$ cat src/logic/i2cm_params.svh
`ifndef I2CM_PARAMS_SVH
`define I2CM_PARAMS_SVH
`define I2CM_ADDR_W 8
`define I2CM_CMD_OFF 8'h20
`define I2CM_DATA_OFF 8'h28
`define I2CM_STAT_OFF 8'h2c
`define I2CM_PROCEED_BIT 0
`define I2CM_BEGIN_BIT 1
`define I2CM_END_BIT 2
`define I2CM_DMA_BIT 3
`define I2CM_RESP_OKAY 2'b00
`define I2CM_RESP_SLVERR 2'b10
`define I2CM_CLK_NS 25
`define I2CM_QUARTER_NS 625
`define I2CM_QUARTER_CYC ((`I2CM_QUARTER_NS + `I2CM_CLK_NS - 1) / `I2CM_CLK_NS)
`define I2CM_ACK_IDX 4'h8
`define I2CM_LAST_IDX 4'h7
`define I2CM_LAST_PHASE 2'h3
`define I2CM_SAMPLE_PHASE 2'h2
`endif

$ cat src/logic/i2cm_pkg.sv
package i2cm_pkg;
  typedef struct packed {
    logic dma_enable;
    logic end_condition;
    logic begin_condition;
    logic proceed;
  } i2cm_cmd_t;
  typedef struct packed {
    logic done;
    logic [7:0] wdata;
  } i2cm_dma_t;
  typedef enum logic [2:0] {
    I2CM_IDLE,
    I2CM_PEND,
    I2CM_START,
    I2CM_BIT,
    I2CM_DMA,
    I2CM_STOP
  } i2cm_state_t;
endpackage : i2cm_pkg

$ cat src/logic/i2cm_master_control.sv
`include "i2cm_params.svh"
// Summary of operation
// - writing one to proceed advances the master to its next bus operation when pending without begin- or end-condition; otherwise it is dropped
// - writing one to begin-condition issues a Start at once when idle, or when pending without end-condition; otherwise it is dropped
// - writing one to end-condition issues a Stop when pending, after a NACK when a received byte is unacknowledged; otherwise it is dropped
// - proceed, begin and end are write-only; writing zero does nothing
// - with DMA enabled the master raises DMA requests for data operations
// - with DMA disabled no DMA request is ever raised
// - with DMA enabled in receive mode the master acknowledges bytes by itself
// - DMA enable reads back the last value written and resets to zero
module i2cm_master_control
  import i2cm_pkg::*;
#(
  parameter int QUARTER = `I2CM_QUARTER_CYC
) (
  input wire logic clk_i,
  input wire logic reset_n_i,
  input wire logic [`I2CM_ADDR_W-1:0] s_axi_awaddr_i,
  input wire logic s_axi_awvalid_i,
  output logic s_axi_awready_o,
  input wire logic [31:0] s_axi_wdata_i,
  input wire logic [3:0] s_axi_wstrb_i,
  input wire logic s_axi_wvalid_i,
  output logic s_axi_wready_o,
  output logic [1:0] s_axi_bresp_o,
  output logic s_axi_bvalid_o,
  input wire logic s_axi_bready_i,
  input wire logic [`I2CM_ADDR_W-1:0] s_axi_araddr_i,
  input wire logic s_axi_arvalid_i,
  output logic s_axi_arready_o,
  output logic [31:0] s_axi_rdata_o,
  output logic [1:0] s_axi_rresp_o,
  output logic s_axi_rvalid_o,
  input wire logic s_axi_rready_i,
  input wire logic scl_i,
  output logic scl_o,
  output logic scl_oe_o,
  input wire logic sda_i,
  output logic sda_o,
  output logic sda_oe_o,
  input wire i2cm_dma_t dma_i,
  output logic dma_req_o,
  output logic master_awaiting_service_o
);
  ////////////////////////////////////////////////////////////////////////////
  logic scl_s;
  logic sda_s;
  i2cm_sync #(.W(2)) u_sync (
    .clk_i(clk_i),
    .reset_n_i(reset_n_i),
    .async_i({scl_i, sda_i}),
    .sync_o({scl_s, sda_s})
  );

  ////////////////////////////////////////////////////////////////////////////
  // register bus
  logic aw_held, w_held, bvalid, rvalid, dma_en;
  logic [`I2CM_ADDR_W-1:0] aw_addr;
  logic [31:0] w_data, rdata;
  logic [3:0] w_strb;
  logic [1:0] bresp, rresp;
  logic [7:0] tx_data;
  logic next_aw_held, next_w_held, next_bvalid, next_rvalid, next_dma_en;
  logic [`I2CM_ADDR_W-1:0] next_aw_addr;
  logic [31:0] next_w_data, next_rdata;
  logic [3:0] next_w_strb;
  logic [1:0] next_bresp, next_rresp;
  logic [7:0] next_tx_data;
  logic do_write, cmd_we;
  i2cm_cmd_t cmd;
  i2cm_state_t state;
  logic [7:0] rx_data;
  logic rx_mode, nack_seen;

  assign s_axi_awready_o = !aw_held && !bvalid;
  assign s_axi_wready_o = !w_held && !bvalid;
  assign s_axi_arready_o = !rvalid;
  assign do_write = aw_held && w_held && !bvalid;
  assign cmd_we = do_write && aw_addr == `I2CM_CMD_OFF && w_strb[0];
  assign cmd = i2cm_cmd_t'(w_data[3:0]);

  always_comb begin
    next_aw_held = aw_held;
    next_w_held = w_held;
    next_aw_addr = aw_addr;
    next_w_data = w_data;
    next_w_strb = w_strb;
    next_bvalid = bvalid;
    next_bresp = bresp;
    next_rvalid = rvalid;
    next_rdata = rdata;
    next_rresp = rresp;
    next_dma_en = dma_en;
    next_tx_data = tx_data;
    if (s_axi_awvalid_i && s_axi_awready_o) begin
      next_aw_held = 1'b1;
      next_aw_addr = s_axi_awaddr_i;
    end
    if (s_axi_wvalid_i && s_axi_wready_o) begin
      next_w_held = 1'b1;
      next_w_data = s_axi_wdata_i;
      next_w_strb = s_axi_wstrb_i;
    end
    if (do_write) begin
      next_aw_held = 1'b0;
      next_w_held = 1'b0;
      next_bvalid = 1'b1;
      next_bresp = `I2CM_RESP_OKAY;
      if (cmd_we) begin
        next_dma_en = cmd.dma_enable;
      end else if (aw_addr == `I2CM_DATA_OFF) begin
        if (w_strb[0]) begin
          next_tx_data = w_data[7:0];
        end
      end else if (aw_addr != `I2CM_CMD_OFF && aw_addr != `I2CM_STAT_OFF) begin
        next_bresp = `I2CM_RESP_SLVERR;
      end
    end else if (bvalid && s_axi_bready_i) begin
      next_bvalid = 1'b0;
    end
    if (s_axi_arvalid_i && s_axi_arready_o) begin
      next_rvalid = 1'b1;
      next_rresp = `I2CM_RESP_OKAY;
      next_rdata = 32'h0;
      case (s_axi_araddr_i)
        // strobe bits keep no state and read zero
        `I2CM_CMD_OFF: next_rdata[`I2CM_DMA_BIT] = dma_en;
        `I2CM_DATA_OFF: next_rdata[7:0] = rx_data;
        `I2CM_STAT_OFF: next_rdata[3:0] = {nack_seen, rx_mode, dma_req_o, master_awaiting_service_o};
        default: next_rresp = `I2CM_RESP_SLVERR;
      endcase
    end else if (rvalid && s_axi_rready_i) begin
      next_rvalid = 1'b0;
    end
  end

  always_ff @(posedge clk_i or negedge reset_n_i) begin
    if (!reset_n_i) begin
      aw_held <= 1'b0;
      w_held <= 1'b0;
      aw_addr <= '0;
      w_data <= 32'h0;
      w_strb <= 4'h0;
      bvalid <= 1'b0;
      bresp <= `I2CM_RESP_OKAY;
      rvalid <= 1'b0;
      rdata <= 32'h0;
      rresp <= `I2CM_RESP_OKAY;
      dma_en <= 1'b0;
      tx_data <= 8'h0;
    end else begin
      aw_held <= next_aw_held;
      w_held <= next_w_held;
      aw_addr <= next_aw_addr;
      w_data <= next_w_data;
      w_strb <= next_w_strb;
      bvalid <= next_bvalid;
      bresp <= next_bresp;
      rvalid <= next_rvalid;
      rdata <= next_rdata;
      rresp <= next_rresp;
      dma_en <= next_dma_en;
      tx_data <= next_tx_data;
    end
  end
  assign s_axi_bvalid_o = bvalid;
  assign s_axi_bresp_o = bresp;
  assign s_axi_rvalid_o = rvalid;
  assign s_axi_rdata_o = rdata;
  assign s_axi_rresp_o = rresp;

  ////////////////////////////////////////////////////////////////////////////
  // bus engine: four quarter phases per bit, scl released in phases 2 and 3
  i2cm_state_t next_state;
  logic [1:0] phase, next_phase;
  logic [15:0] qcnt, next_qcnt;
  logic [3:0] bit_idx, next_bit_idx;
  logic [7:0] shift, next_shift, next_rx_data;
  logic next_rx_mode, addr_phase, next_addr_phase, send_nack, next_send_nack;
  logic ack_owed, next_ack_owed, next_nack_seen;
  logic scl_low, next_scl_low, sda_low, next_sda_low;
  logic tick;

  // stretching: the first high quarter (phase 2) does not end until the line is seen high
  assign tick = qcnt == 16'(QUARTER - 1) && !(phase == `I2CM_SAMPLE_PHASE && !scl_s);

  always_comb begin
    next_state = state;
    next_phase = phase;
    next_qcnt = qcnt;
    next_bit_idx = bit_idx;
    next_shift = shift;
    next_rx_data = rx_data;
    next_rx_mode = rx_mode;
    next_addr_phase = addr_phase;
    next_send_nack = send_nack;
    next_ack_owed = ack_owed;
    next_nack_seen = nack_seen;
    next_scl_low = scl_low;
    next_sda_low = sda_low;
    if (state == I2CM_START || state == I2CM_BIT || state == I2CM_STOP) begin
      next_qcnt = tick ? 16'h0 : (qcnt == 16'(QUARTER - 1) ? qcnt : qcnt + 16'h1);
      next_phase = tick ? phase + 2'h1 : phase;
      next_scl_low = !tick ? scl_low : phase[0] == 1'b1 ? (phase == 2'h3) : scl_low;
      if (tick && phase == 2'h1) begin
        next_scl_low = 1'b0;
      end
      if (tick && phase == `I2CM_LAST_PHASE) begin
        next_scl_low = state != I2CM_STOP;
      end
    end
    case (state)
      I2CM_IDLE, I2CM_PEND: begin
        if (cmd_we && cmd.end_condition && state == I2CM_PEND) begin
          next_phase = 2'h0;
          if (ack_owed) begin
            next_state = I2CM_BIT;
            next_bit_idx = `I2CM_ACK_IDX;
            next_send_nack = 1'b1;
          end else begin
            next_state = I2CM_STOP;
          end
        end else if (cmd_we && cmd.begin_condition) begin
          next_state = I2CM_START;
          next_phase = 2'h0;
        end else if (cmd_we && cmd.proceed && state == I2CM_PEND) begin
          next_state = I2CM_BIT;
          next_phase = 2'h0;
          next_send_nack = 1'b0;
          next_bit_idx = ack_owed ? `I2CM_ACK_IDX : 4'h0;
          next_shift = tx_data;
        end else if (state == I2CM_PEND && dma_en && !cmd_we) begin
          // a write in flight decides first, so a zero write keeps pending
          next_state = I2CM_DMA;
        end
      end
      I2CM_START: begin
        if (tick) begin
          case (phase)
            2'h0: next_sda_low = 1'b0;
            2'h2: next_sda_low = 1'b1;
            default: next_sda_low = sda_low;
          endcase
          if (phase == `I2CM_LAST_PHASE) begin
            next_state = I2CM_BIT;
            next_bit_idx = 4'h0;
            next_shift = tx_data;
            next_addr_phase = 1'b1;
            next_rx_mode = 1'b0;
            next_ack_owed = 1'b0;
          end
        end
      end
      I2CM_BIT: begin
        if (tick && phase == 2'h0) begin
          if (bit_idx == `I2CM_ACK_IDX) begin
            next_sda_low = rx_mode && !send_nack;
          end else begin
            next_sda_low = !rx_mode && !shift[7];
          end
        end
        if (tick && phase == `I2CM_SAMPLE_PHASE) begin
          if (bit_idx == `I2CM_ACK_IDX) begin
            next_nack_seen = rx_mode ? nack_seen : sda_s;
          end else begin
            next_shift = {shift[6:0], sda_s};
          end
        end
        if (tick && phase == `I2CM_LAST_PHASE) begin
          next_bit_idx = bit_idx + 4'h1;
          if (bit_idx == `I2CM_ACK_IDX) begin
            // sda is let go a quarter later: releasing it as scl falls races into a false stop
            next_ack_owed = 1'b0;
            if (rx_mode) begin
              next_bit_idx = 4'h0;
              next_state = send_nack ? I2CM_STOP : I2CM_BIT;
            end else if (addr_phase) begin
              next_addr_phase = 1'b0;
              next_rx_mode = tx_data[0];
              next_state = I2CM_PEND;
            end else begin
              next_state = dma_en ? I2CM_DMA : I2CM_PEND;
            end
          end else if (bit_idx == `I2CM_LAST_IDX && rx_mode) begin
            next_rx_data = shift;
            next_ack_owed = 1'b1;
            next_state = dma_en ? I2CM_DMA : I2CM_PEND;
          end
        end
      end
      I2CM_DMA: begin
        if (!dma_en) begin
          next_state = I2CM_PEND;
        end else if (dma_i.done) begin
          next_state = I2CM_BIT;
          next_phase = 2'h0;
          next_send_nack = 1'b0;
          next_bit_idx = ack_owed ? `I2CM_ACK_IDX : 4'h0;
          next_shift = rx_mode ? shift : dma_i.wdata;
        end
      end
      I2CM_STOP: begin
        if (tick && phase == 2'h0) begin
          next_sda_low = 1'b1;
        end
        if (tick && phase == `I2CM_LAST_PHASE) begin
          next_sda_low = 1'b0;
          next_state = I2CM_IDLE;
        end
      end
      default: next_state = I2CM_IDLE;
    endcase
  end

  always_ff @(posedge clk_i or negedge reset_n_i) begin
    if (!reset_n_i) begin
      state <= I2CM_IDLE;
      phase <= 2'h0;
      qcnt <= 16'h0;
      bit_idx <= 4'h0;
      shift <= 8'h0;
      rx_data <= 8'h0;
      rx_mode <= 1'b0;
      addr_phase <= 1'b0;
      send_nack <= 1'b0;
      ack_owed <= 1'b0;
      nack_seen <= 1'b0;
      scl_low <= 1'b0;
      sda_low <= 1'b0;
    end else begin
      state <= next_state;
      phase <= next_phase;
      qcnt <= next_qcnt;
      bit_idx <= next_bit_idx;
      shift <= next_shift;
      rx_data <= next_rx_data;
      rx_mode <= next_rx_mode;
      addr_phase <= next_addr_phase;
      send_nack <= next_send_nack;
      ack_owed <= next_ack_owed;
      nack_seen <= next_nack_seen;
      scl_low <= next_scl_low;
      sda_low <= next_sda_low;
    end
  end

  assign scl_o = 1'b0;
  assign scl_oe_o = scl_low;
  assign sda_o = 1'b0;
  assign sda_oe_o = sda_low;
  assign dma_req_o = state == I2CM_DMA && dma_en;
  assign master_awaiting_service_o = state == I2CM_IDLE || state == I2CM_PEND;

  ////////////////////////////////////////////////////////////////////////////
  a_dma_req_gated: assert property (@(posedge clk_i) disable iff (!reset_n_i)
    !dma_en && state != I2CM_DMA |=> !dma_req_o) else $error("dma request while dma disabled");
  a_dma_req_raised: assert property (@(posedge clk_i) disable iff (!reset_n_i)
    state == I2CM_PEND && dma_en && !cmd_we |=> dma_req_o) else $error("dma request missing");
  a_proceed_advances: assert property (@(posedge clk_i) disable iff (!reset_n_i)
    cmd_we && state == I2CM_PEND && cmd == 4'h1 |=> state == I2CM_BIT && phase == 2'h0)
    else $error("proceed did not advance");
  a_zero_no_effect: assert property (@(posedge clk_i) disable iff (!reset_n_i)
    cmd_we && state == I2CM_PEND && cmd[2:0] == 3'h0 |=> state == I2CM_PEND)
    else $error("zero command changed state");
  a_begin_starts: assert property (@(posedge clk_i) disable iff (!reset_n_i)
    cmd_we && state == I2CM_IDLE && cmd.begin_condition |=> state == I2CM_START)
    else $error("begin did not start");
  a_stop_nack_first: assert property (@(posedge clk_i) disable iff (!reset_n_i)
    cmd_we && state == I2CM_PEND && ack_owed && cmd.end_condition
    |=> state == I2CM_BIT && send_nack && bit_idx == `I2CM_ACK_IDX)
    else $error("stop without nack while receiving");
  a_auto_ack: assert property (@(posedge clk_i) disable iff (!reset_n_i)
    state == I2CM_DMA && dma_en && rx_mode && ack_owed && dma_i.done
    |=> state == I2CM_BIT && bit_idx == `I2CM_ACK_IDX && !send_nack ##[1:200] sda_oe_o)
    else $error("no automatic ack");
  a_dma_readback: assert property (@(posedge clk_i) disable iff (!reset_n_i)
    cmd_we |=> dma_en == $past(w_data[`I2CM_DMA_BIT]))
    else $error("dma enable not stored");
endmodule : i2cm_master_control

$ cat src/logic/i2cm_sync.sv
module i2cm_sync #(
  parameter int W = 2
) (
  input wire logic clk_i,
  input wire logic reset_n_i,
  input wire logic [W-1:0] async_i,
  output logic [W-1:0] sync_o
);
  logic [W-1:0] stage1;
  logic [W-1:0] stage2;
  genvar g;
  generate
    for (g = 0; g < W; g++) begin : g_bit
      // released bus lines idle high
      always_ff @(posedge clk_i or negedge reset_n_i) begin
        if (!reset_n_i) begin
          stage1[g] <= 1'b1;
          stage2[g] <= 1'b1;
        end else begin
          stage1[g] <= async_i[g];
          stage2[g] <= stage1[g];
        end
      end
    end
  endgenerate
  assign sync_o = stage2;
endmodule : i2cm_sync

$ cat config.mk
export PLATFORM = sky130hd
export DESIGN_NAME = i2cm_master_control
export DESIGN_NICKNAME = d
export VERILOG_FILES = /design/src/logic/i2cm_pkg.sv /design/src/logic/i2cm_master_control.sv /design/src/logic/i2cm_sync.sv
export VERILOG_INCLUDE_DIRS = /design/src /design/src/logic
export SDC_FILE = /design/constraint.sdc
export NUM_CORES = 1
export LEC_CHECK = 0
export BUFFER_PORTS_ARGS = -buffer_cell sky130_fd_sc_hd__buf_4
export CAP_MARGIN = 15
export CORE_ASPECT_RATIO = 1.1
export CORE_UTILIZATION = 30
export DETAILED_ROUTE_END_ITERATION = 16
export SKIP_CTS_REPAIR_TIMING = 1
export SYNTH_ARGS = -nofsm -noshare
export SYNTH_HDL_FRONTEND = slang
export SYNTH_HIERARCHICAL = 1
export SYNTH_SLANG_ARGS = --single-unit
$ cat constraint.sdc
create_clock -name clk_i -period 2.65 [get_ports clk_i]
set_input_delay 0.1325 -clock clk_i [delete_from_list [all_inputs] [get_ports clk_i]]
set_output_delay 0.1325 -clock clk_i [all_outputs]
set_load 0.02 [all_outputs]
==> key figures <==
Worst setup path
  • CP Buf/Inv Count: 2
  • CP Class: register to register
  • Setup crit end kind: register
  • Largest delay share family, worst path: simple AND/OR/NAND/NOR gates
  • Crit path cell chain: or4_1, nor4_4, buf_4, a21oi_1, nor2_1, and3_4, buf_12, mux2_2
  • WP data required: approximately 2.9 ns
  • CP max stage cell: or4_1
  • Critical path data arrival time: 2.78 ns
  • Startpoint class of the critical path: register
  • Crit-path max FO: 8
  • Slowest stage delay, CP: approximately 0.59 ns

Finish
  • Diode count: 0
  • Share of cells above drive strength 1: 28.6%
  • Non-filler cells, final: 734
  • Nets: roughly 610
  • Design Area, Final: about 5800 um^2
  • Area grow syn2layout: 23.0%

Synth
  • EDFF count, synth: 0
  • Ys async rst share: 100%
  • Count of cell types in the netlist: between 50 and 60
  • Yosys top cell area share: a little under half
  • Area leader, netlist: dfrtp_1
  • Synth Instances: between 400 and 500
  • Post-synthesis sequential area ratio: between 40% and 50%
  • Synth Cell Area: around 4700 um^2
  • Most common cell in the netlist: dfrtp_1
  • Avg Inst Size Synth: 10.3 um^2
  • Top cells by count, synth: dfrtp_1 (88), mux2_2 (41), nand2_1 (36)
  • Ys Warns: 6
  • #FFs+latches synth: just over 90
  • Main synth FF type: dfrtp_1
  • Synth area leaders: dfrtp_1 (46%), mux2_2 (9.7%), buf_4 (4.4%)

Route
  • 1st-iter DRT viols: ~260
  • Residual DRC: 0
  • DRT Wirelength: between 10,000 and 15,000 um
  • Drt via density: about 5
  • DRT Pass-1 Iters: 4
  • Wire per inst: 14.5 um
  • Post-route antenna net violation count: 0
  • Vias: ~3,600

Pwr
  • Static leakage: around 2.7 nW
  • Internal power: roughly 3.3 mW
  • Clock Power Share: 26.9%
  • Comb power frac: about 33%
  • Worst vdd ir: 0.441 mV
  • Power Total: approximately 4.9 mW
  • Register share of total power: between 40% and 50%
  • Sw Share: 33.2%
  • PwrDens: roughly 840 nW/um^2
  • NetSw: 1.63 mW

Placed design
  • Detail Placement HPWL: just under 8000 um
  • Buffers on Ports: a little over 60
  • Routability Congestion: 0.831
  • Placed cell count: 713
  • Placed instance area: approximately 5400 um^2

Floorplan
  • Cell row count: 47
  • Initial Util: 31.1%
  • Die area: ~16,000 um^2
  • Die W: about 120 um
  • IO Count: 117
  • Core ar.: 15,200 um^2
  • Die H: about 130 um

Timing
  • Max Clock Skew: around 0.0058 ns
  • Setup violators final: 0
  • Final-report hold violation count: 0
  • Final Max Slew Viols: 0
  • Tmin final: approximately 2.6 ns
  • Tightest Pin Transition: slightly above 0.6 ns
  • Fmax: slightly below 0.4 GHz
  • Worst hold margin: 0.0238 ns
  • Fin crit share: between 90 and 100%
  • Slew headroom: about three fifths
  • Unrepaired setup endpoints after global routing: false

Clock tree
  • Clock Sinks: 92
  • Clock Path Buffers: 2
  • Htree depth: 3
  • Clock transition at path regs: approximately 0.07 ns
  • CTS tree: built
  • Clk_lat worst skew: around 0.34 ns
  • Root buffer selected by CTS: clkbuf_16
  • CTS buffer count: 9

Status
  • Outcome: finished, final reports clean

Global route
  • Vias in the first global route: ~3,600
  • Total global routing overflow: 0
  • First-pass GRT wire length: 17,800 um
  • Initial antenna violation count: 0
  • GR Util All Layers: around 14%
  • Largest net degree at the start of global routing: between 40 and 50

Worst hold path
  • Min-delay worst type: input port to register

Flow run
  • Max Cap Viol: 0
-- final cells by class --
cell class	count	area, um^2
Clock inverter	4	56.3
Sequential cell	92	2310
Timing Repair Buffer	86	683
Tap cell	196	245
Inverter	15	56.3
Clock buffer	12	256
Multi-Input combinational cell	329	2220
Fill cell	1491	9400
-- flip-flops by register name (all words and copies together), names as in the netlist, 2 cells and up --
name	count
phase	2
aw_addr	8
w_data	8
bit_idx	4
s_axi_rdata_o	8
u_sync/stage1	2
u_sync/sync_o	2
qcnt	16
tx_data	8
rx_data	8
shift	8
state	3
-- metal layers --
layer / share of wire, % / GRT usage (%) / vias to the layer above
met5: 0 / 0 / -
met4: 1.4 / 5.21 / 0
met3: 5.3 / 2.55 / 9
met2: 49 / 22.4 / 114
met1: 44 / 18.2 / 1776
li1: - / - / 1736
-- kinds of logic after synthesis --
family	count (synthesis)	share of synthesized area, %
xor+xnor	13	2.40
flops	92	48.7
buf+inv	64	7.34
compound gates	94	12.3
mux	49	11.4
fa+ha+maj	8	2.11
other cells	1	0.0791
simple gates	137	15.7
-- worst paths after layout --
check / depth (start not counted) / end / slack, ns / start
max in group asynchronous: 3 / tx_data[4] / 1.64 / reset_n_i
hold / removal: 2 / w_data[2] / 0.02 / s_axi_wdata_i[2]
min in group asynchronous: 2 / qcnt[13] / 0.34 / reset_n_i
hold reg to reg: 0 / u_sync/sync_o[1] / 0.36 / u_sync/stage1[1]
setup / recovery: 8 / shift[6] / 0.1 / qcnt[11]
setup reg to reg: 8 / shift[6] / 0.1 / qcnt[11]
-- layout by cell type, fill, tap and decap left out, types with 5 or more instances in the layout --
cell type and n:
ha_1 8, clkbuf_16 9, inv_1 15, a21oi_1 21, dfrtp_1 88, nand4_1 5
mux2i_1 8, mux2_2 41, dlygate4sd3_1 5, nand3b_1 5, nand2_1 36, nand3_1 17
xnor2_1 12, a22o_1 6, o21ai_0 29, conb_1 28, or3_1 10, buf_4 79
o22ai_1 11, nor2_1 25
-- stage by stage --
stage / TNS (ns) / setup WS (ns) / utilization [%]
floorplan: 0 / 0.0495 / -
global placement: -0.749 / -0.0945 / 35.6
detailed placement: -0.775 / -0.106 / 35.6
CTS: -0.855 / -0.116 / 37.7
global route: 0 / 0.00502 / 38.3
finish: 0 / 0.0984 / 38.3
-- power by group through the flow --
stage	combinational, mW	clock (mW)	sequential [mW]
after CTS	1.57	1.36	1.98
after global placement	1.52	0	1.98
after detailed placement	1.56	0	2.01
after floorplan	1.14	0	1.89
after global routing	1.76	1.43	2.03
final	1.61	1.32	1.98
Power figures use the tool's default switching activity.
